===== src/hw/oscsc_regs.svh =====
`ifndef OSCSC_REGS_SVH
`define OSCSC_REGS_SVH

// register byte offsets
`define OSCSC_OFS_OSC 12'h004
`define OSCSC_OFS_STANDBY 12'h008
`define OSCSC_OFS_PLL 12'h00c
`define OSCSC_OFS_CKSEL 12'h010

// oscillator_control fields
`define OSCSC_OSC_RSV_HI 13
`define OSCSC_OSC_RSV_LO 12
`define OSCSC_OSC_LSEN 9
`define OSCSC_OSC_HSEN 8
`define OSCSC_OSC_WUPT_HI 6
`define OSCSC_OSC_WUPT_LO 4
`define OSCSC_OSC_WUPSEL 3
`define OSCSC_OSC_PLLRUN 2
`define OSCSC_OSC_BUSY 1
`define OSCSC_OSC_START 0

// standby_control fields
`define OSCSC_STANDBY_RSV 17
`define OSCSC_STANDBY_DRIVE 16
`define OSCSC_STANDBY_LSRST 9
`define OSCSC_STANDBY_HSRST 8
`define OSCSC_STANDBY_MODE_HI 2
`define OSCSC_STANDBY_MODE_LO 0

// pll_source_select and system_clock_select fields
`define OSCSC_PLL_SEL 0
`define OSCSC_CK_SEL 1
`define OSCSC_CK_FLAG 0

// reset values
`define OSCSC_RST_OSCEN 1'h1
`define OSCSC_RST_WUPT 3'h1
`define OSCSC_RST_HSRST 1'h1
`define OSCSC_RST_LSRST 1'h0
`define OSCSC_RST_MODE 3'h3

// warm-up exponent offsets and pll ratio
`define OSCSC_HS_EXP_OFS 5'h09
`define OSCSC_LS_EXP_LOW_OFS 5'h05
`define OSCSC_LS_EXP_HIGH_OFS 5'h0b
`define OSCSC_PLL_MULT 3'h4
`define OSCSC_DIRECT_MULT 3'h1

`endif


===== src/hw/oscsc_unused_placeholder.sv =====
`timescale 1ns/1ps


===== src/hw/oscsc_pkg.sv =====
package oscsc_pkg;

  typedef enum logic [2:0] {
    OSCSC_LPM_STOP = 3'h1,
    OSCSC_LPM_SLEEP = 3'h2,
    OSCSC_LPM_IDLE = 3'h3
  } oscsc_lpm_t;

  typedef enum logic [4:0] {
    OSCSC_NORMAL = 5'h01,
    OSCSC_IDLE = 5'h02,
    OSCSC_SLEEP = 5'h04,
    OSCSC_STOP = 5'h08,
    OSCSC_WARM = 5'h10
  } oscsc_mode_t;

endpackage


===== src/hw/oscsc_wup_if.sv =====
`timescale 1ns/1ps
interface oscsc_wup_if;
  logic start;
  logic sel;
  logic [2:0] code;
  logic hsCrystal;
  logic lsCrystal;
  logic busy;
  logic done;

  modport ctrl (output start, output sel, output code, output hsCrystal, output lsCrystal,
    input busy, input done);
  modport timer (input start, input sel, input code, input hsCrystal, input lsCrystal,
    output busy, output done);
endinterface


===== src/hw/oscsc_wup_timer.sv =====
`timescale 1ns/1ps
`include "oscsc_regs.svh"
module oscsc_wup_timer import oscsc_pkg::*; #(
  parameter int CNT_W = 18
) (
  // clock and reset
  input wire logic sys_clk,
  input wire logic rst_n,
  // control side
  oscsc_wup_if.timer wup
);

  if (CNT_W < 18) begin : g_chk
    $error("warm-up counter needs at least 18 bits");
  end

  // 0 means no warm-up, otherwise log2 of the count
  function automatic logic [4:0] warmExponent(input logic sel, input logic [2:0] code);
    logic [4:0] e;
    e = 5'h00;
    if (code != 3'h0) begin
      if (!sel) begin
        e = `OSCSC_HS_EXP_OFS + {2'h0, code};
      end else if (!code[2]) begin
        e = `OSCSC_LS_EXP_LOW_OFS + {2'h0, code};
      end else begin
        e = `OSCSC_LS_EXP_HIGH_OFS + {2'h0, code};
      end
    end
    return e;
  endfunction

  logic hsPrev;
  logic lsPrev;
  logic selReg;
  logic busy;
  logic done;
  logic [CNT_W-1:0] cnt;
  logic [CNT_W-1:0] limit;

  wire [4:0] expo = warmExponent(wup.sel, wup.code);
  wire [CNT_W-1:0] next_limit = ~({CNT_W{1'b1}} << expo);
  wire hsEdge = wup.hsCrystal & ~hsPrev;
  wire lsEdge = wup.lsCrystal & ~lsPrev;
  // selection latched at start so a later write cannot switch sources mid-count
  wire tick = selReg ? lsEdge : hsEdge;

  always_ff @(posedge sys_clk or negedge rst_n) begin
    if (!rst_n) begin
      hsPrev <= 1'b0;
      lsPrev <= 1'b0;
      selReg <= 1'b0;
      busy <= 1'b0;
      done <= 1'b0;
      cnt <= '0;
      limit <= '0;
    end else begin
      hsPrev <= wup.hsCrystal;
      lsPrev <= wup.lsCrystal;
      done <= 1'b0;
      if (wup.start) begin
        selReg <= wup.sel;
        cnt <= '0;
        limit <= next_limit;
        busy <= (expo != 5'h00);
        done <= (expo == 5'h00);
      end else if (busy && tick) begin
        if (cnt == limit) begin
          busy <= 1'b0;
          done <= 1'b1;
        end else begin
          cnt <= cnt + 1'b1;
        end
      end
    end
  end

  assign wup.busy = busy;
  assign wup.done = done;

endmodule


===== src/hw/oscsc_ctrl.sv =====
//////////////////////////////////////////////////////////////////////////////
// Notes on behaviour
// - warm-up source bit picks counting oscillator
// - high-speed codes: none, then 2^10..2^16
// - low-speed codes: none, 2^6..2^8, 2^15..2^18
// - pll run bit, cleared by reset
// - busy bit reads 1 while counting
// - writing 1 starts warm-up; 0 ignored
// - pin drive bit 16 for stop, resets 0
// - low-speed restart bit 9, resets 0
// - high-speed restart bit 8, resets 1
// - mode field: stop, sleep, idle; resets 011
// - pll source select, resets to direct
// - clock status follows select after delay
// - wake from stop/sleep runs warm-up first
// - pll path is four times crystal
//////////////////////////////////////////////////////////////////////////////
`timescale 1ns/1ps
`include "oscsc_regs.svh"
module oscsc_ctrl import oscsc_pkg::*; #(
  parameter int ADDR_W = 12,
  parameter int SWITCH_CYCLES = 4
) (
  // clock and reset
  input wire logic sys_clk,
  input wire logic rst_n,
  // register bus
  input wire logic [ADDR_W-1:0] paddr,
  input wire logic psel,
  input wire logic penable,
  input wire logic pwrite,
  input wire logic [31:0] pwdata,
  output logic [31:0] prdata,
  output logic pready,
  output logic pslverr,
  // crystal inputs, sampled as levels
  input wire logic highSpeedCrystalInput,
  input wire logic lowSpeedCrystalInput,
  // low-power handshake with the core
  input wire logic standbyRequest,
  input wire logic wakeInterrupt,
  // clock tree controls
  output logic highSpeedOscRun,
  output logic lowSpeedOscRun,
  output logic pllRun,
  output logic pllSourceSelect,
  output logic [2:0] highSpeedRatio,
  output logic systemClockLow,
  output logic systemClockState,
  output logic cpuClockRun,
  output logic standbyPinDrive,
  output logic [4:0] lowPowerState
);

  if (ADDR_W < 5 || ADDR_W > 32) begin : g_chk_addr
    $error("address width must cover the register map");
  end
  if (SWITCH_CYCLES < 1 || SWITCH_CYCLES > 255) begin : g_chk_sw
    $error("switch delay must be 1 to 255 cycles");
  end

  localparam logic [7:0] SW_LAST = 8'(SWITCH_CYCLES - 1);

  function automatic logic addrHit(input logic [ADDR_W-1:0] a, input logic [11:0] ofs);
    return {a[ADDR_W-1:2], 2'h0} == ADDR_W'(ofs);
  endfunction

  //////////////////////////////////////////////////////////////////////////////
  // register state

  logic hsEn;
  logic lsEn;
  logic pll_run_enable;
  logic wupSel;
  logic [2:0] wupCode;
  logic [1:0] oscRsv;
  logic standbyRsv;
  logic pinDrive;
  logic lsRestart;
  logic hsRestart;
  logic [2:0] lpmCode;
  logic pllSel;
  logic sysClkSel;
  logic sysClkFlag;
  logic [7:0] swCnt;
  logic startReg;
  oscsc_mode_t mode;
  oscsc_mode_t next_mode;

  oscsc_wup_if wup ();

  //////////////////////////////////////////////////////////////////////////////
  // bus decode

  wire setupPhase = psel & ~penable;
  wire accessDone = psel & penable & pready;
  wire wrEn = accessDone & pwrite;
  wire hitOsc = addrHit(paddr, `OSCSC_OFS_OSC);
  wire hitStandby = addrHit(paddr, `OSCSC_OFS_STANDBY);
  wire hitPll = addrHit(paddr, `OSCSC_OFS_PLL);
  wire hitCk = addrHit(paddr, `OSCSC_OFS_CKSEL);
  wire mapped = hitOsc | hitStandby | hitPll | hitCk;
  wire wrOsc = wrEn & hitOsc;
  wire wrStandby = wrEn & hitStandby;
  wire wrPll = wrEn & hitPll;
  wire wrCk = wrEn & hitCk;

  logic [31:0] rdOsc;
  logic [31:0] rdStandby;
  logic [31:0] rdPll;
  logic [31:0] rdCk;
  logic [31:0] rdSel;

  // unused and write-only positions stay zero; the start bit always reads 0
  always_comb begin
    rdOsc = 32'h0000_0000;
    rdOsc[`OSCSC_OSC_RSV_HI:`OSCSC_OSC_RSV_LO] = oscRsv;
    rdOsc[`OSCSC_OSC_LSEN] = lsEn;
    rdOsc[`OSCSC_OSC_HSEN] = hsEn;
    rdOsc[`OSCSC_OSC_WUPT_HI:`OSCSC_OSC_WUPT_LO] = wupCode;
    rdOsc[`OSCSC_OSC_WUPSEL] = wupSel;
    rdOsc[`OSCSC_OSC_PLLRUN] = pll_run_enable;
    rdOsc[`OSCSC_OSC_BUSY] = wup.busy;
    rdStandby = 32'h0000_0000;
    rdStandby[`OSCSC_STANDBY_RSV] = standbyRsv;
    rdStandby[`OSCSC_STANDBY_DRIVE] = pinDrive;
    rdStandby[`OSCSC_STANDBY_LSRST] = lsRestart;
    rdStandby[`OSCSC_STANDBY_HSRST] = hsRestart;
    rdStandby[`OSCSC_STANDBY_MODE_HI:`OSCSC_STANDBY_MODE_LO] = lpmCode;
    rdPll = 32'h0000_0000;
    rdPll[`OSCSC_PLL_SEL] = pllSel;
    rdCk = 32'h0000_0000;
    rdCk[`OSCSC_CK_SEL] = sysClkSel;
    rdCk[`OSCSC_CK_FLAG] = sysClkFlag;
  end

  assign rdSel = hitOsc ? rdOsc :
                 hitStandby ? rdStandby :
                 hitPll ? rdPll :
                 hitCk ? rdCk : 32'h0000_0000;

  // answer is prepared in the setup cycle so that every bus output is a flop;
  // the price is one fixed wait-free access with data sampled one cycle early
  always_ff @(posedge sys_clk or negedge rst_n) begin
    if (!rst_n) begin
      pready <= 1'b0;
      pslverr <= 1'b0;
      prdata <= 32'h0000_0000;
    end else begin
      pready <= setupPhase;
      pslverr <= setupPhase & ~mapped;
      prdata <= (setupPhase && !pwrite) ? rdSel : 32'h0000_0000;
    end
  end

  //////////////////////////////////////////////////////////////////////////////
  // low-power sequencing

  wire wakeFromStop = (mode == OSCSC_STOP) & wakeInterrupt;
  wire wakeToWarm = ((mode == OSCSC_STOP) | (mode == OSCSC_SLEEP)) & wakeInterrupt;
  // a done pulse left over from an earlier count must not end this warm-up
  wire warmDone = (mode == OSCSC_WARM) & wup.done & ~startReg;

  always_comb begin
    next_mode = mode;
    case (mode)
      OSCSC_NORMAL: begin
        if (standbyRequest) begin
          case (lpmCode)
            OSCSC_LPM_STOP: next_mode = OSCSC_STOP;
            OSCSC_LPM_SLEEP: next_mode = OSCSC_SLEEP;
            OSCSC_LPM_IDLE: next_mode = OSCSC_IDLE;
            default: next_mode = OSCSC_NORMAL;
          endcase
        end
      end
      OSCSC_IDLE: begin
        if (wakeInterrupt) begin
          next_mode = OSCSC_NORMAL;
        end
      end
      OSCSC_SLEEP: begin
        if (wakeInterrupt) begin
          next_mode = OSCSC_WARM;
        end
      end
      OSCSC_STOP: begin
        if (wakeInterrupt) begin
          next_mode = OSCSC_WARM;
        end
      end
      OSCSC_WARM: begin
        if (warmDone) begin
          next_mode = OSCSC_NORMAL;
        end
      end
      default: next_mode = OSCSC_NORMAL;
    endcase
  end

  wire next_start = (wrOsc & pwdata[`OSCSC_OSC_START]) | wakeToWarm;

  always_ff @(posedge sys_clk or negedge rst_n) begin
    if (!rst_n) begin
      mode <= OSCSC_NORMAL;
      startReg <= 1'b0;
    end else begin
      mode <= next_mode;
      startReg <= next_start;
    end
  end

  //////////////////////////////////////////////////////////////////////////////
  // oscillator_control

  always_ff @(posedge sys_clk or negedge rst_n) begin
    if (!rst_n) begin
      hsEn <= `OSCSC_RST_OSCEN;
      lsEn <= `OSCSC_RST_OSCEN;
      pll_run_enable <= 1'b0;
      wupSel <= 1'b0;
      wupCode <= `OSCSC_RST_WUPT;
      oscRsv <= 2'h0;
    end else if (wakeFromStop) begin
      hsEn <= hsRestart;
      lsEn <= lsRestart;
    end else if (wrOsc) begin
      hsEn <= pwdata[`OSCSC_OSC_HSEN];
      lsEn <= pwdata[`OSCSC_OSC_LSEN];
      pll_run_enable <= pwdata[`OSCSC_OSC_PLLRUN];
      wupSel <= pwdata[`OSCSC_OSC_WUPSEL];
      wupCode <= pwdata[`OSCSC_OSC_WUPT_HI:`OSCSC_OSC_WUPT_LO];
      oscRsv <= pwdata[`OSCSC_OSC_RSV_HI:`OSCSC_OSC_RSV_LO];
    end
  end

  //////////////////////////////////////////////////////////////////////////////
  // standby_control and pll_source_select

  always_ff @(posedge sys_clk or negedge rst_n) begin
    if (!rst_n) begin
      standbyRsv <= 1'b0;
      pinDrive <= 1'b0;
      lsRestart <= `OSCSC_RST_LSRST;
      hsRestart <= `OSCSC_RST_HSRST;
      lpmCode <= `OSCSC_RST_MODE;
    end else if (wrStandby) begin
      standbyRsv <= pwdata[`OSCSC_STANDBY_RSV];
      pinDrive <= pwdata[`OSCSC_STANDBY_DRIVE];
      lsRestart <= pwdata[`OSCSC_STANDBY_LSRST];
      hsRestart <= pwdata[`OSCSC_STANDBY_HSRST];
      lpmCode <= pwdata[`OSCSC_STANDBY_MODE_HI:`OSCSC_STANDBY_MODE_LO];
    end
  end

  always_ff @(posedge sys_clk or negedge rst_n) begin
    if (!rst_n) begin
      pllSel <= 1'b0;
    end else if (wrPll) begin
      pllSel <= pwdata[`OSCSC_PLL_SEL];
    end
  end

  //////////////////////////////////////////////////////////////////////////////
  // system_clock_select: status lags the select by the switch delay

  wire switching = sysClkSel != sysClkFlag;

  always_ff @(posedge sys_clk or negedge rst_n) begin
    if (!rst_n) begin
      sysClkSel <= 1'b0;
      sysClkFlag <= 1'b0;
      swCnt <= 8'h00;
    end else begin
      if (wrCk) begin
        sysClkSel <= pwdata[`OSCSC_CK_SEL];
      end
      if (switching && swCnt == SW_LAST) begin
        sysClkFlag <= sysClkSel;
        swCnt <= 8'h00;
      end else if (switching) begin
        swCnt <= swCnt + 8'h01;
      end else begin
        swCnt <= 8'h00;
      end
    end
  end

  //////////////////////////////////////////////////////////////////////////////
  // warm-up timer

  assign wup.start = startReg;
  assign wup.sel = wupSel;
  assign wup.code = wupCode;
  assign wup.hsCrystal = highSpeedCrystalInput;
  assign wup.lsCrystal = lowSpeedCrystalInput;

  oscsc_wup_timer #(
    .CNT_W(18)
  ) u_timer (
    .sys_clk(sys_clk),
    .rst_n(rst_n),
    .wup(wup.timer)
  );

  //////////////////////////////////////////////////////////////////////////////
  // clock tree outputs, registered from the next mode so they track it exactly

  wire nextStop = next_mode == OSCSC_STOP;
  wire nextDeep = nextStop | (next_mode == OSCSC_SLEEP);
  wire next_hsEn = wakeFromStop ? hsRestart : (wrOsc ? pwdata[`OSCSC_OSC_HSEN] : hsEn);
  wire next_lsEn = wakeFromStop ? lsRestart : (wrOsc ? pwdata[`OSCSC_OSC_LSEN] : lsEn);
  wire next_pll_run_enable = wrOsc ? pwdata[`OSCSC_OSC_PLLRUN] : pll_run_enable;
  wire next_pllSel = wrPll ? pwdata[`OSCSC_PLL_SEL] : pllSel;
  wire next_pinDrive = wrStandby ? pwdata[`OSCSC_STANDBY_DRIVE] : pinDrive;

  always_ff @(posedge sys_clk or negedge rst_n) begin
    if (!rst_n) begin
      highSpeedOscRun <= `OSCSC_RST_OSCEN;
      lowSpeedOscRun <= `OSCSC_RST_OSCEN;
      pllRun <= 1'b0;
      pllSourceSelect <= 1'b0;
      highSpeedRatio <= `OSCSC_DIRECT_MULT;
      systemClockLow <= 1'b0;
      systemClockState <= 1'b0;
      cpuClockRun <= 1'b1;
      standbyPinDrive <= 1'b1;
      lowPowerState <= OSCSC_NORMAL;
    end else begin
      highSpeedOscRun <= next_hsEn & ~nextStop;
      lowSpeedOscRun <= next_lsEn & ~nextStop;
      pllRun <= next_pll_run_enable & ~nextDeep;
      pllSourceSelect <= next_pllSel;
      highSpeedRatio <= next_pllSel ? `OSCSC_PLL_MULT : `OSCSC_DIRECT_MULT;
      systemClockLow <= sysClkSel;
      systemClockState <= sysClkFlag;
      cpuClockRun <= next_mode == OSCSC_NORMAL;
      standbyPinDrive <= ~nextStop | next_pinDrive;
      lowPowerState <= next_mode;
    end
  end

endmodule


===== config.mk =====
export PLATFORM = sky130hd
export DESIGN_NAME = oscsc_ctrl
export DESIGN_NICKNAME = d
export VERILOG_FILES = /design/src/hw/oscsc_unused_placeholder.sv /design/src/hw/oscsc_pkg.sv /design/src/hw/oscsc_wup_if.sv /design/src/hw/oscsc_wup_timer.sv /design/src/hw/oscsc_ctrl.sv
export VERILOG_INCLUDE_DIRS = /design/src /design/src/hw
export SDC_FILE = /design/constraint.sdc
export NUM_CORES = 1
export LEC_CHECK = 0
export ABC_CLOCK_PERIOD_IN_PS = 7000
export BUFFER_PORTS_ARGS = -buffer_cell sky130_fd_sc_hd__buf_2
export CORE_ASPECT_RATIO = 0.5
export CORE_MARGIN = 1.5
export CORE_UTILIZATION = 58
export DETAILED_ROUTE_END_ITERATION = 16
export MAX_ROUTING_LAYER = met4
export PLACE_DENSITY = 0.84
export SYNTH_ARGS = -nofsm -noshare
export SYNTH_HDL_FRONTEND = slang
export SYNTH_SLANG_ARGS = --single-unit
export TNS_END_PERCENT = 50

===== constraint.sdc =====
create_clock -name sys_clk -period 7 [get_ports sys_clk]
set_clock_uncertainty 0.2 [all_clocks]
set_input_delay 0.7 -clock sys_clk [delete_from_list [all_inputs] [get_ports sys_clk]]
set_output_delay 0.7 -clock sys_clk [all_outputs]
set_load 0.005 [all_outputs]

==> flow_metrics.py, run 1 <==
metrics = {
    "critical_path": {
        "critPathBufInv": 1,
        "cp_cell_sequence": "inv_1 -> ha_1 -> xor2_1 -> a21oi_1 -> and2_1 -> nand3_1 -> o21a_1 -> a21o_1",
        "r2r-end": "u_timer.wup.busy",
        "reg2reg_from": "wup.code[0]",
        "path_max_fanout": 6,
        "slowest_stage": "dfstp_2",
        "r2r_cells": 8,
        "startpoint": "wup.code[0]",
        "end_kind": "flip-flop",
        "cp_top_family": "compound AO/OA/AOI/OAI gates",
        "reg2reg_slack_ns": 4.39,
        "crit_path_max_incr_delay_ns": 0.58,
        "worstPathRequired_ns": 7.03,
        "critPathArrivalTime_ns": 2.64,
        "crit_type": "flip-flop to flip-flop",
        "critPathLaunchType": "flip-flop",
        "endpoint": "u_timer.wup.busy",
        "critical_path_depth": 8,
    },
    "layout": {
        "final_common_cell": "dfrtp_1",
        "final_net_count": 571,
        "mostFrequentLayoutCells": "dfrtp_1, buf_2, nor2_1, a21oi_1, o21ai_0",
        "drive_gt1_share_pct": 20.7,
        "diodes": 0,
        "final_cells": 625,
        "syn_to_final_growth_pct": 14.0,
    },
    "global_routing": {
        "grt_max_degree": 87,
        "grt_overflow": 0,
        "grt_usage_pct": 25.4,
        "grt_pass1_vias": 3518,
        "grt_pass1_wl_um": 16300,
        "antenna_found_initial": 0,
    },
    "yosys": {
        "synth_xor_area_share_pct": 5.40,
        "syn_avg_cell_area_um2": 10.4,
        "synth-adder-area-share_pct": 1.81,
        "yosysSeqAreaShare_pct": 52.0,
        "yosysWarnings": 0,
        "synth_mux_area_share_pct": 4.39,
        "synthArstFlopShare_pct": 100,
        "synth_edf_count": 0,
        "synth_top_family_by_area": "simple AND/OR/NAND/NOR gates",
        "netlist_area_mm2": 0.00470,
        "synth_simple_gate_area_share_pct": 18.1,
        "synth_ff_type": "dfrtp_1",
        "synth-seq-cells": 97,
        "ys_types": 51,
        "syn_inst": 453,
        "synth_compound_area_share_pct": 12.3,
    },
    "clocking": {
        "cts_tree": "yes",
        "clkSinkCount": 97,
        "clk_latency_ns": 0.34,
        "cts_made_buffers": 9,
        "cts.htree.levels": 3,
        "root_buffer": "clkbuf_16",
        "post_cts_buffers": 0,
        "cts_buffer_depth": 2,
        "cts.clk_slew.worst_paths_ns": 0.06,
    },
    "route": {
        "firstDrtPassIters": 6,
        "viasPerCell": 5.74,
        "drc": 0,
        "wl_per_cell_um": 15.5,
        "postRouteAntennaNets": 0,
        "drtIter0Drc": 307,
        "num_vias": 3590,
        "wl_um": 9700,
    },
    "power_and_ir_drop": {
        "total_leakage_power_nw": 2.56,
        "powerDensity_mw_per_mm2": 216,
        "ir_drop_mv": 0.165,
    },
    "die": {
        "core_mm2": 0.00760,
        "num_rows": 22,
        "die_x_um": 130,
        "die_h_um": 66.7,
        "initial_utilization_pct": 61.9,
        "pin_count": 103,
        "die_area_mm2": 0.00868,
    },
    "sta": {
        "layout_min_cycle_time_ns": 2.61,
        "hold_violations": 0,
        "max-slew-margin-rel_pct": 29.3,
        "slew_viol_final": 0,
        "tightest_slew_ns": 1.06,
        "rsz0062_at_grt": "no",
        "fmax_mhz": 383,
        "finalCritPeriodShare_pct": 37.3,
        "holdWs_ns": 0.248,
        "setup_viol": 0,
        "setup_tns_ns": 0,
    },
    "hold_path": {
        "min-delay-path-class": "flip-flop to flip-flop",
    },
    "placed_design": {
        "place_inst": 608,
        "io_buffers": 61,
        "hpwl_um": 6450,
        "gp_congestion": 0.834,
    },
    "job": {
        "drv_cap": 0,
    },
    "status": {
        "status": "completed",
    },
}
[where the power goes]
| group | internal (mW) | switching, mW | total (mW) |
|---|---|---|---|
| combinational | 0.0122 | 0.0242 | 0.0364 |
| sequential | 0.564 | 0.00153 | 0.565 |
| clock | 0.349 | 0.206 | 0.555 |
| total | 0.925 | 0.232 | 1.16 |
[final cells by class]
type | count | area [um2]
Clock buffer | 9 | 225
Clock inverter | 7 | 116
Fill cell | 547 | 2240
Inverter | 16 | 60.1
Multi-Input combinational cell | 324 | 2050
Sequential cell | 97 | 2440
Tap cell | 108 | 135
Timing Repair Buffer | 64 | 333
[Yosys cell counts, types with 3 or more instances]
master | n | area share (%)
buf_2 | 3 | 0.32
nor2_1 | 35 | 2.8
nand2_1 | 24 | 1.9
clkbuf_1 | 10 | 0.80
dfrtp_1 | 85 | 45
a22o_1 | 3 | 0.56
or4_1 | 9 | 1.4
nand2b_1 | 7 | 0.93
mux2i_1 | 6 | 1.3
ha_1 | 6 | 1.6
and3_1 | 5 | 0.67
xnor2_1 | 18 | 3.4
nor4_1 | 3 | 0.40
nor2b_1 | 4 | 0.53
o22a_1 | 3 | 0.56
nand3_1 | 17 | 1.8
and2_1 | 9 | 1.2
buf_4 | 21 | 3.4
a21oi_1 | 30 | 3.2
inv_1 | 16 | 1.3
o31ai_1 | 9 | 1.4
dfstp_2 | 12 | 6.7
o21a_1 | 4 | 0.64
nor3b_1 | 5 | 0.80
a21o_1 | 3 | 0.48
o21ai_0 | 27 | 2.9
a31oi_1 | 4 | 0.53
nand4_1 | 8 | 1.1
xor2_1 | 11 | 2.1
or3_1 | 9 | 1.2
nand3b_1 | 3 | 0.48
mux2_2 | 13 | 3.1
nor3_1 | 8 | 0.85
o221ai_1 | 3 | 0.56
[cell families (layout without fill, tap and decap cells)]
family          count (synthesis)  after routing
compound gates                 94             94
xor+xnor                       29             29
fa+ha+maj                       7              7
buf+inv                        51             96
flops                          97             97
mux                            19             19
other cells                     1             20
simple gates                  155            155
[worst reg2reg max path, cell delays in order (launching register included)]
cell     delay, ns
dfstp_2       0.58
inv_1         0.09
ha_1          0.32
xor2_1        0.16
a21oi_1       0.37
and2_1        0.24
nand3_1       0.13
o21a_1        0.25
a21o_1        0.17
[timing repair]
item	4_1_cts	5_1_grt
resized for setup	0	0
hold endpoints to repair	7	0
hold buffers	1	0
[flip-flops by register name, summed over array words and instances, names as in the netlist, 2 cells and up]
signal and cells:
wup.code 3, prdata 13, swCnt 8, u_timer.limit 18, u_timer.cnt 18, lowPowerState 5
oscRsv 2, lpmCode 3
[routing by layer]
metal / vias up / part of all wire [%] / GRT usage, %
met5: - / 0 / -
li1: 1685 / - / -
met4: 0 / 1.3 / 9.03
met1: 1748 / 44 / 31.1
met3: 16 / 5.9 / 5.86
met2: 141 / 49 / 42.0
[worst min path at each step]
stage	startpoint	endpoint	cells past startpoint
after global routing	highSpeedCrystalInput	u_timer.hsPrev	1
after global placement	sysClkFlag	systemClockState	0
after CTS	sysClkFlag	systemClockState	0
after detailed placement	sysClkFlag	systemClockState	0
after floorplan	rst_n	lowPowerState[1]	0
final	sysClkFlag	systemClockState	0
[per-stage QoR]
| stage | util (%) | setup slack, ns | instance area, um2 | power (mW) |
|---|---|---|---|---|
| after floorplan | - | 4.54 | 4770 | 0.595 |
| after global placement | 65.9 | 4.20 | 5010 | 0.611 |
| after detailed placement | 65.9 | 4.16 | 5010 | 0.611 |
| after CTS | 70.5 | 4.39 | 5360 | 1.17 |
| after global routing | 70.5 | 4.23 | 5360 | 1.19 |
| final | 70.5 | 4.39 | 5360 | 1.16 |
Note: power is estimated with default switching activity, not from simulation.
==> inputs of run 2 (changes only) <==
--- a/config.mk
+++ b/config.mk
@@ -6,14 +6,14 @@
 export SDC_FILE = /design/constraint.sdc
 export NUM_CORES = 1
 export LEC_CHECK = 0
-export ABC_CLOCK_PERIOD_IN_PS = 7000
+export ABC_CLOCK_PERIOD_IN_PS = 2200
 export BUFFER_PORTS_ARGS = -buffer_cell sky130_fd_sc_hd__buf_2
 export CORE_ASPECT_RATIO = 0.5
 export CORE_MARGIN = 1.5
-export CORE_UTILIZATION = 58
+export CORE_UTILIZATION = 49
 export DETAILED_ROUTE_END_ITERATION = 16
 export MAX_ROUTING_LAYER = met4
-export PLACE_DENSITY = 0.84
+export PLACE_DENSITY = 0.76
 export SYNTH_ARGS = -nofsm -noshare
 export SYNTH_HDL_FRONTEND = slang
 export SYNTH_SLANG_ARGS = --single-unit
==> constraint.sdc (replaced) <==
create_clock -name sys_clk -period 2.2 [get_ports sys_clk]
set_clock_uncertainty 0.2 [all_clocks]
set_input_delay 0.22 -clock sys_clk [delete_from_list [all_inputs] [get_ports sys_clk]]
set_output_delay 0.22 -clock sys_clk [all_outputs]
set_load 0.005 [all_outputs]
==> run 2 against run 1 <==
Clock power rose to 2.6 times the previous value. Setup slack worse by 4.4 ns. Sequential share of layout area down 3.7 points. Critical endpoint unchanged.
==> flow_metrics.py, run 2 (synthesis gave the netlist of run 1 again) <==
metrics = {
    "critical_path": {
        "critPathLaunchType": "flip-flop",
        "crit_type": "flip-flop to flip-flop",
        "worstPathRequired_ns": 2.23,
        "reg2reg_slack_ns": 0.04,
        "r2r_cells": 8,
        "r2r-end": "u_timer.wup.busy",
        "startpoint": "wup.code[0]",
        "reg2reg_from": "wup.code[0]",
        "path_max_fanout": 3,
        "end_kind": "flip-flop",
        "critPathArrivalTime_ns": 2.20,
        "endpoint": "u_timer.wup.busy",
    },
    "sta": {
        "fmax_mhz": 462,
        "tightest_slew_ns": 0.577,
        "finalCritPeriodShare_pct": 98.4,
        "rsz0062_at_grt": "yes",
        "hold_violations": 0,
        "setup_tns_ns": 0,
        "max-slew-margin-rel_pct": 61.5,
        "setup_viol": 0,
        "holdWs_ns": 0.00140,
        "slew_viol_final": 0,
        "layout_min_cycle_time_ns": 2.16,
        "setup_slack_ns": 0.0358,
    },
    "clocking": {
        "cts_made_buffers": 9,
        "cts.htree.levels": 3,
        "cts.clk_slew.worst_paths_ns": 0.07,
        "cts_buffer_depth": 2,
        "clk_latency_ns": 0.34,
        "root_buffer": "clkbuf_16",
        "cts_tree": "yes",
        "clkSinkCount": 97,
    },
    "layout": {
        "regArea_mm2": 0.00244,
        "diodes": 0,
        "syn_to_final_growth_pct": 24.2,
        "mostFrequentLayoutCells": "dfrtp_1, buf_2, nor2_1, buf_4, a21oi_1",
        "final_net_count": 619,
        "fillCellCount": 756,
        "multi_input_area_mm2": 0.00214,
        "drive_gt1_share_pct": 26.6,
        "final_common_cell": "dfrtp_1",
        "largest_registers": "u_timer.cnt: 18 flops, u_timer.limit: 18 flops, prdata: 13 flops",
        "fin_util_pct": 62.2,
    },
    "placed_design": {
        "hpwl_um": 6910,
        "dp_slack_ns": -0.0120,
        "gp_congestion": 0.831,
        "io_buffers": 61,
    },
    "job": {
        "drv_cap": 0,
    },
    "status": {
        "status": "completed",
    },
    "die": {
        "die_h_um": 72.3,
        "pin_count": 103,
        "die_area_mm2": 0.0102,
        "initial_utilization_pct": 50.1,
        "num_rows": 25,
        "core_mm2": 0.00938,
        "die_x_um": 141,
    },
    "power_and_ir_drop": {
        "powerDensity_mw_per_mm2": 581,
        "ir_drop_mv": 0.375,
        "power.total_mw": 3.39,
        "total_leakage_power_nw": 2.78,
    },
    "route": {
        "postRouteAntennaNets": 0,
        "wl_per_cell_um": 14.8,
        "viasPerCell": 5.33,
        "firstDrtPassIters": 4,
        "num_vias": 3649,
        "wl_um": 10100,
        "drc": 0,
        "drtIter0Drc": 190,
    },
    "global_routing": {
        "use_met1_pct": 28.2,
        "grt_usage_pct": 21.5,
        "grt_pass1_wl_um": 16800,
        "grt_overflow": 0,
        "grt-busiest-layer": "met2",
        "grt_max_degree": 44,
        "grt_pass1_vias": 3496,
        "gr-usage-met2_pct": 34.2,
        "antenna_found_initial": 0,
        "met3_usage_pct": 5.08,
    },
    "hold_path": {
        "min-delay-path-class": "input pin to flip-flop",
    },
}
run 2: final cells by class:
cell class	instances	area share, %
Multi-Input combinational cell	324	36.7
Inverter	16	1.03
Clock inverter	4	0.472
Tap cell	121	2.59
Sequential cell	97	41.9
Clock buffer	11	4.16
Timing Repair Buffer	112	13.2
run 2: worst max-delay path, cell delays in order (launching register included):
cell and delay [ns]:
dfstp_2 0.58, inv_2 0.07, ha_4 0.25, xor2_2 0.15, a21oi_2 0.17, and2_4 0.16
nand3_2 0.08, o21a_1 0.23, a21o_1 0.17
run 2: repair_timing:
| action | in CTS | in global routing |
|---|---|---|
| resized for setup | 1 | 18 |
| pin swaps | 2 | 4 |
| endpoints found under the setup margin | 1 | 20 |
| endpoints found under the hold margin | 59 | 0 |
| gates cloned | 0 | 0 |
| buffers inserted | 0 | 1 |
| hold buffers | 20 | 0 |
run 2: metrics by stage:
step | area [um2] | cells
floorplan | 4780 | 472
global placement | 5270 | 649
detailed placement | 5270 | 649
CTS | 5740 | 684
global route | 5840 | 685
finish | 5840 | 685
run 2: layer usage:
metal	wire length, um	part of all wire, %	vias to the layer above
li1	-	-	1780
met1	4760	47	1774
met2	4890	48	80
met3	366	3.6	15
met4	126	1.2	0
met5	0	0	-
run 2: worst min path at each step:
stage               slack (ns)  startpoint                to  cells after the start
floorplan                -0.28       rst_n  lowPowerState[1]                      0
global placement          0.05       rst_n  lowPowerState[4]                      1
detailed placement        0.05       rst_n  lowPowerState[4]                      1
CTS                      0.004    paddr[6]           pslverr                      3
global route             0.003    paddr[6]           pslverr                      3
finish                   0.001    paddr[6]           pslverr                      3
run 2: report_power, final:
part / internal (mW) / switching (mW) / leakage [nW]
Sequential: 1.79 / 0.00466 / 1.30
Combinational: 0.0675 / 0.0850 / 1.34
Clock: 0.795 / 0.647 / 0.136
==> inputs of run 3 (changes only) <==
--- a/config.mk
+++ b/config.mk
@@ -10,11 +10,11 @@
 export BUFFER_PORTS_ARGS = -buffer_cell sky130_fd_sc_hd__buf_2
 export CORE_ASPECT_RATIO = 0.5
 export CORE_MARGIN = 1.5
-export CORE_UTILIZATION = 49
+export CORE_UTILIZATION = 50
 export DETAILED_ROUTE_END_ITERATION = 16
-export MAX_ROUTING_LAYER = met4
-export PLACE_DENSITY = 0.76
+export PLACE_DENSITY = 0.77
 export SYNTH_ARGS = -nofsm -noshare
 export SYNTH_HDL_FRONTEND = slang
+export SYNTH_HIERARCHICAL = 1
 export SYNTH_SLANG_ARGS = --single-unit
 export TNS_END_PERCENT = 50
==> run 3 against run 2 <==
Non-clock buffer count is 14 higher. Cell count up 6.6%. Sequential share of layout area decreased by 2.5 points. Utilization up 2.6 points. Worst hold slack better by 0.017 ns. Cell area increased by 6.3%. Global-route usage increased by 1.5 points. Combinational power is essentially flat. Sequential power is essentially flat. Clock power grew 8%. Largest cell class unchanged.
==> flow_metrics.py, run 3 <==
metrics = {
    "hold_path": {
        "min-delay-path-class": "input pin to flip-flop",
    },
    "power_and_ir_drop": {
        "p_sw_uw": 844,
        "powerDensity_mw_per_mm2": 565,
        "power.total_mw": 3.50,
        "ir_drop_mv": 0.380,
        "internal_power_mw": 2.66,
        "total_leakage_power_nw": 2.93,
        "swShare_pct": 24.1,
        "p_seq_share_pct": 51.3,
        "share_comb_of_total_power_pct": 4.3,
        "p_clk_share_pct": 44.5,
    },
    "yosys": {
        "synth_compound_area_share_pct": 14.6,
        "synth_xor_area_share_pct": 5.26,
        "ys_types": 69,
        "synthArstFlopShare_pct": 100,
        "synth_simple_gate_area_share_pct": 17.8,
        "synth_top_cell_by_area": "dfrtp_1",
        "synth-seq-cells": 97,
        "syn_inst": 476,
        "synth_commonest_cells": "dfrtp_1, nor2_1, a21oi_1",
        "synth_mux_area_share_pct": 5.19,
        "synthTopCellsByArea": "dfrtp_1, dfstp_2, nor2_1",
        "synth_top_family_by_area": "simple AND/OR/NAND/NOR gates",
        "yosysWarnings": 6,
        "syn_avg_cell_area_um2": 10.5,
        "yosysSeqAreaShare_pct": 48.9,
        "synth_ff_type": "dfrtp_1",
        "synth-adder-area-share_pct": 1.25,
        "netlist_area_mm2": 0.00499,
        "yosys.area.top_type_share_pct": 42.6,
        "synth.most_common_cell": "dfrtp_1",
        "synth_edf_count": 0,
    },
    "clocking": {
        "root_buffer": "clkbuf_16",
        "cts.htree.levels": 3,
        "clk_latency_ns": 0.36,
        "clkSinkCount": 97,
        "cts_buffer_depth": 2,
        "cts_tree": "yes",
        "cts_made_buffers": 9,
        "cts.clk_slew.worst_paths_ns": 0.08,
    },
    "critical_path": {
        "slowest_stage": "dlygate4sd3_1",
        "critPathBufInv": 2,
        "end_kind": "flip-flop",
        "cp_top_family": "simple AND/OR/NAND/NOR gates",
        "critPathArrivalTime_ns": 2.26,
        "critPathLaunchType": "input pin",
        "crit_path_max_incr_delay_ns": 0.54,
        "cp_cell_sequence": "dlygate4sd3_1 -> buf_2 -> nor3b_4 -> o21ai_2 -> or3_1 -> or4_1 -> a21oi_1",
        "path_max_fanout": 4,
        "worstPathRequired_ns": 2.27,
        "crit_type": "input pin to flip-flop",
    },
    "route": {
        "num_vias": 4005,
        "drtIter0Drc": 333,
        "firstDrtPassIters": 5,
        "drc": 0,
        "wl_per_cell_um": 15.8,
        "wl_um": 11500,
        "postRouteAntennaNets": 0,
        "viasPerCell": 5.49,
    },
    "sta": {
        "max-slew-margin-rel_pct": 65.3,
        "rsz0062_at_grt": "yes",
        "finalCritPeriodShare_pct": 99.5,
        "slew_viol_final": 0,
        "layout_min_cycle_time_ns": 2.19,
        "hold_violations": 0,
        "setup_viol": 0,
        "fmax_mhz": 457,
        "tightest_slew_ns": 0.520,
    },
    "layout": {
        "largest_registers": "u_timer/cnt: 18 flops, u_timer/limit: 18 flops, prdata: 13 flops",
        "fillCellCount": 740,
        "diodes": 0,
        "mostFrequentLayoutCells": "dfrtp_1, buf_2, nor2_1, buf_4, a21oi_1",
        "final_net_count": 648,
        "drive_gt1_share_pct": 33.8,
        "regArea_mm2": 0.00244,
        "syn_to_final_growth_pct": 24.2,
        "final_common_cell": "dfrtp_1",
        "fin_util_pct": 64.8,
        "multi_input_area_mm2": 0.00237,
    },
    "global_routing": {
        "grt_usage_pct": 23.0,
        "antenna_found_initial": 0,
        "grt_pass1_wl_um": 18800,
        "grt_overflow": 0,
        "grt_pass1_vias": 3874,
        "grt_max_degree": 38,
    },
    "die": {
        "die_x_um": 144,
        "core_mm2": 0.00957,
        "die_area_mm2": 0.0106,
        "initial_utilization_pct": 52.2,
        "die_h_um": 73.7,
        "pin_count": 103,
        "num_rows": 25,
    },
    "placed_design": {
        "hpwl_um": 7830,
        "io_buffers": 61,
        "gp_congestion": 0.817,
    },
    "status": {
        "status": "completed",
    },
    "job": {
        "drv_cap": 0,
    },
}
-- run 3: layout make-up --
cell class,instances,area share [%]
inverter,19,1.15
clock buffer,9,3.63
tap,135,2.72
multi-input combinational,337,38.3
timing repair buffer,126,13.8
sequential,97,39.4
clock inverter,7,1.07
-- run 3: path summary, 6_finish.rpt --
path | slack [ns] | from | endpoint | depth (start not counted)
worst max-delay path | 0.01 | highSpeedCrystalInput | u_timer/cnt[11] | 7
min in group asynchronous | 0.16 | rst_n | pllSourceSelect | 2
max in group asynchronous | 0.95 | rst_n | hsRestart | 3
worst min register to register | 0.28 | sysClkFlag | systemClockState | 0
worst max register to register | 0.04 | wup.code[0] | u_timer/limit[16] | 8
worst min-delay path | 0.02 | paddr[2] | highSpeedRatio[0] | 3
-- run 3: kinds of logic (layout without fill, tap and decap cells) --
| family | count (synthesis) | count (layout) |
|---|---|---|
| AO/OA/AOI/OAI | 101 | 101 |
| XOR/XNOR | 30 | 30 |
| adder cells (fa/ha/maj) | 5 | 5 |
| buffers and inverters | 61 | 161 |
| flip-flops | 97 | 97 |
| multiplexers | 23 | 23 |
| other | 1 | 20 |
| AND/OR/NAND/NOR | 158 | 158 |
-- run 3: worst register-to-register path, delay by kind of cell (launching register included) --
kind / cells / cell delay [ns]
AOI/OAI and AO/OA: 3 / 0.49
and+or+nand+nor: 1 / 0.17
buffers and inverters: 2 / 0.21
DFF: 1 / 0.56
muxes: 1 / 0.26
adders and majority gates: 1 / 0.16
-- run 3: what timing repair did --
action / in CTS / in global routing
gates cloned: 0 / 0
hold buffers: 18 / 0
gates resized for setup: 4 / 25
endpoints found under the setup margin: 7 / 25
setup buffers: 0 / 5
pin swaps: 2 / 10
hold endpoints to repair: 55 / 0
-- run 3: stage by stage --
| stage | cells | setup slack [ns] | hold WS, ns | setup TNS, ns | cell area, um2 |
|---|---|---|---|---|---|
| after floorplan | 495 | -0.0130 | -0.276 | -0.0130 | 5060 |
| after global placement | 691 | -0.0411 | 0.0116 | -0.0490 | 5600 |
| after detailed placement | 691 | -0.0667 | 0.0132 | -0.295 | 5600 |
| after CTS | 725 | -0.00366 | 0.0179 | -0.00366 | 6080 |
| after global routing | 730 | -0.0634 | 0.0430 | -0.437 | 6200 |
| final | 730 | 0.0117 | 0.0181 | 0 | 6200 |
-- run 3: layer usage --
metal / vias up / wire length (um) / share of wire [%] / track usage [%]
met3: 16 / 477 / 4.1 / 4.63
met2: 111 / 5700 / 49 / 38.6
met1: 1995 / 5190 / 45 / 30.5
met5: - / 0 / 0 / 0
li1: 1883 / - / - / -
met4: 0 / 160 / 1.4 / 7.41
-- run 3: power by group through the flow --
stage / combinational, mW / clock (mW) / sequential, mW
after floorplan: 0.0608 / 0 / 1.83
after global placement: 0.121 / 0 / 1.83
after detailed placement: 0.124 / 0 / 1.83
after CTS: 0.149 / 1.58 / 1.79
after global routing: 0.171 / 1.64 / 1.80
final: 0.150 / 1.56 / 1.79
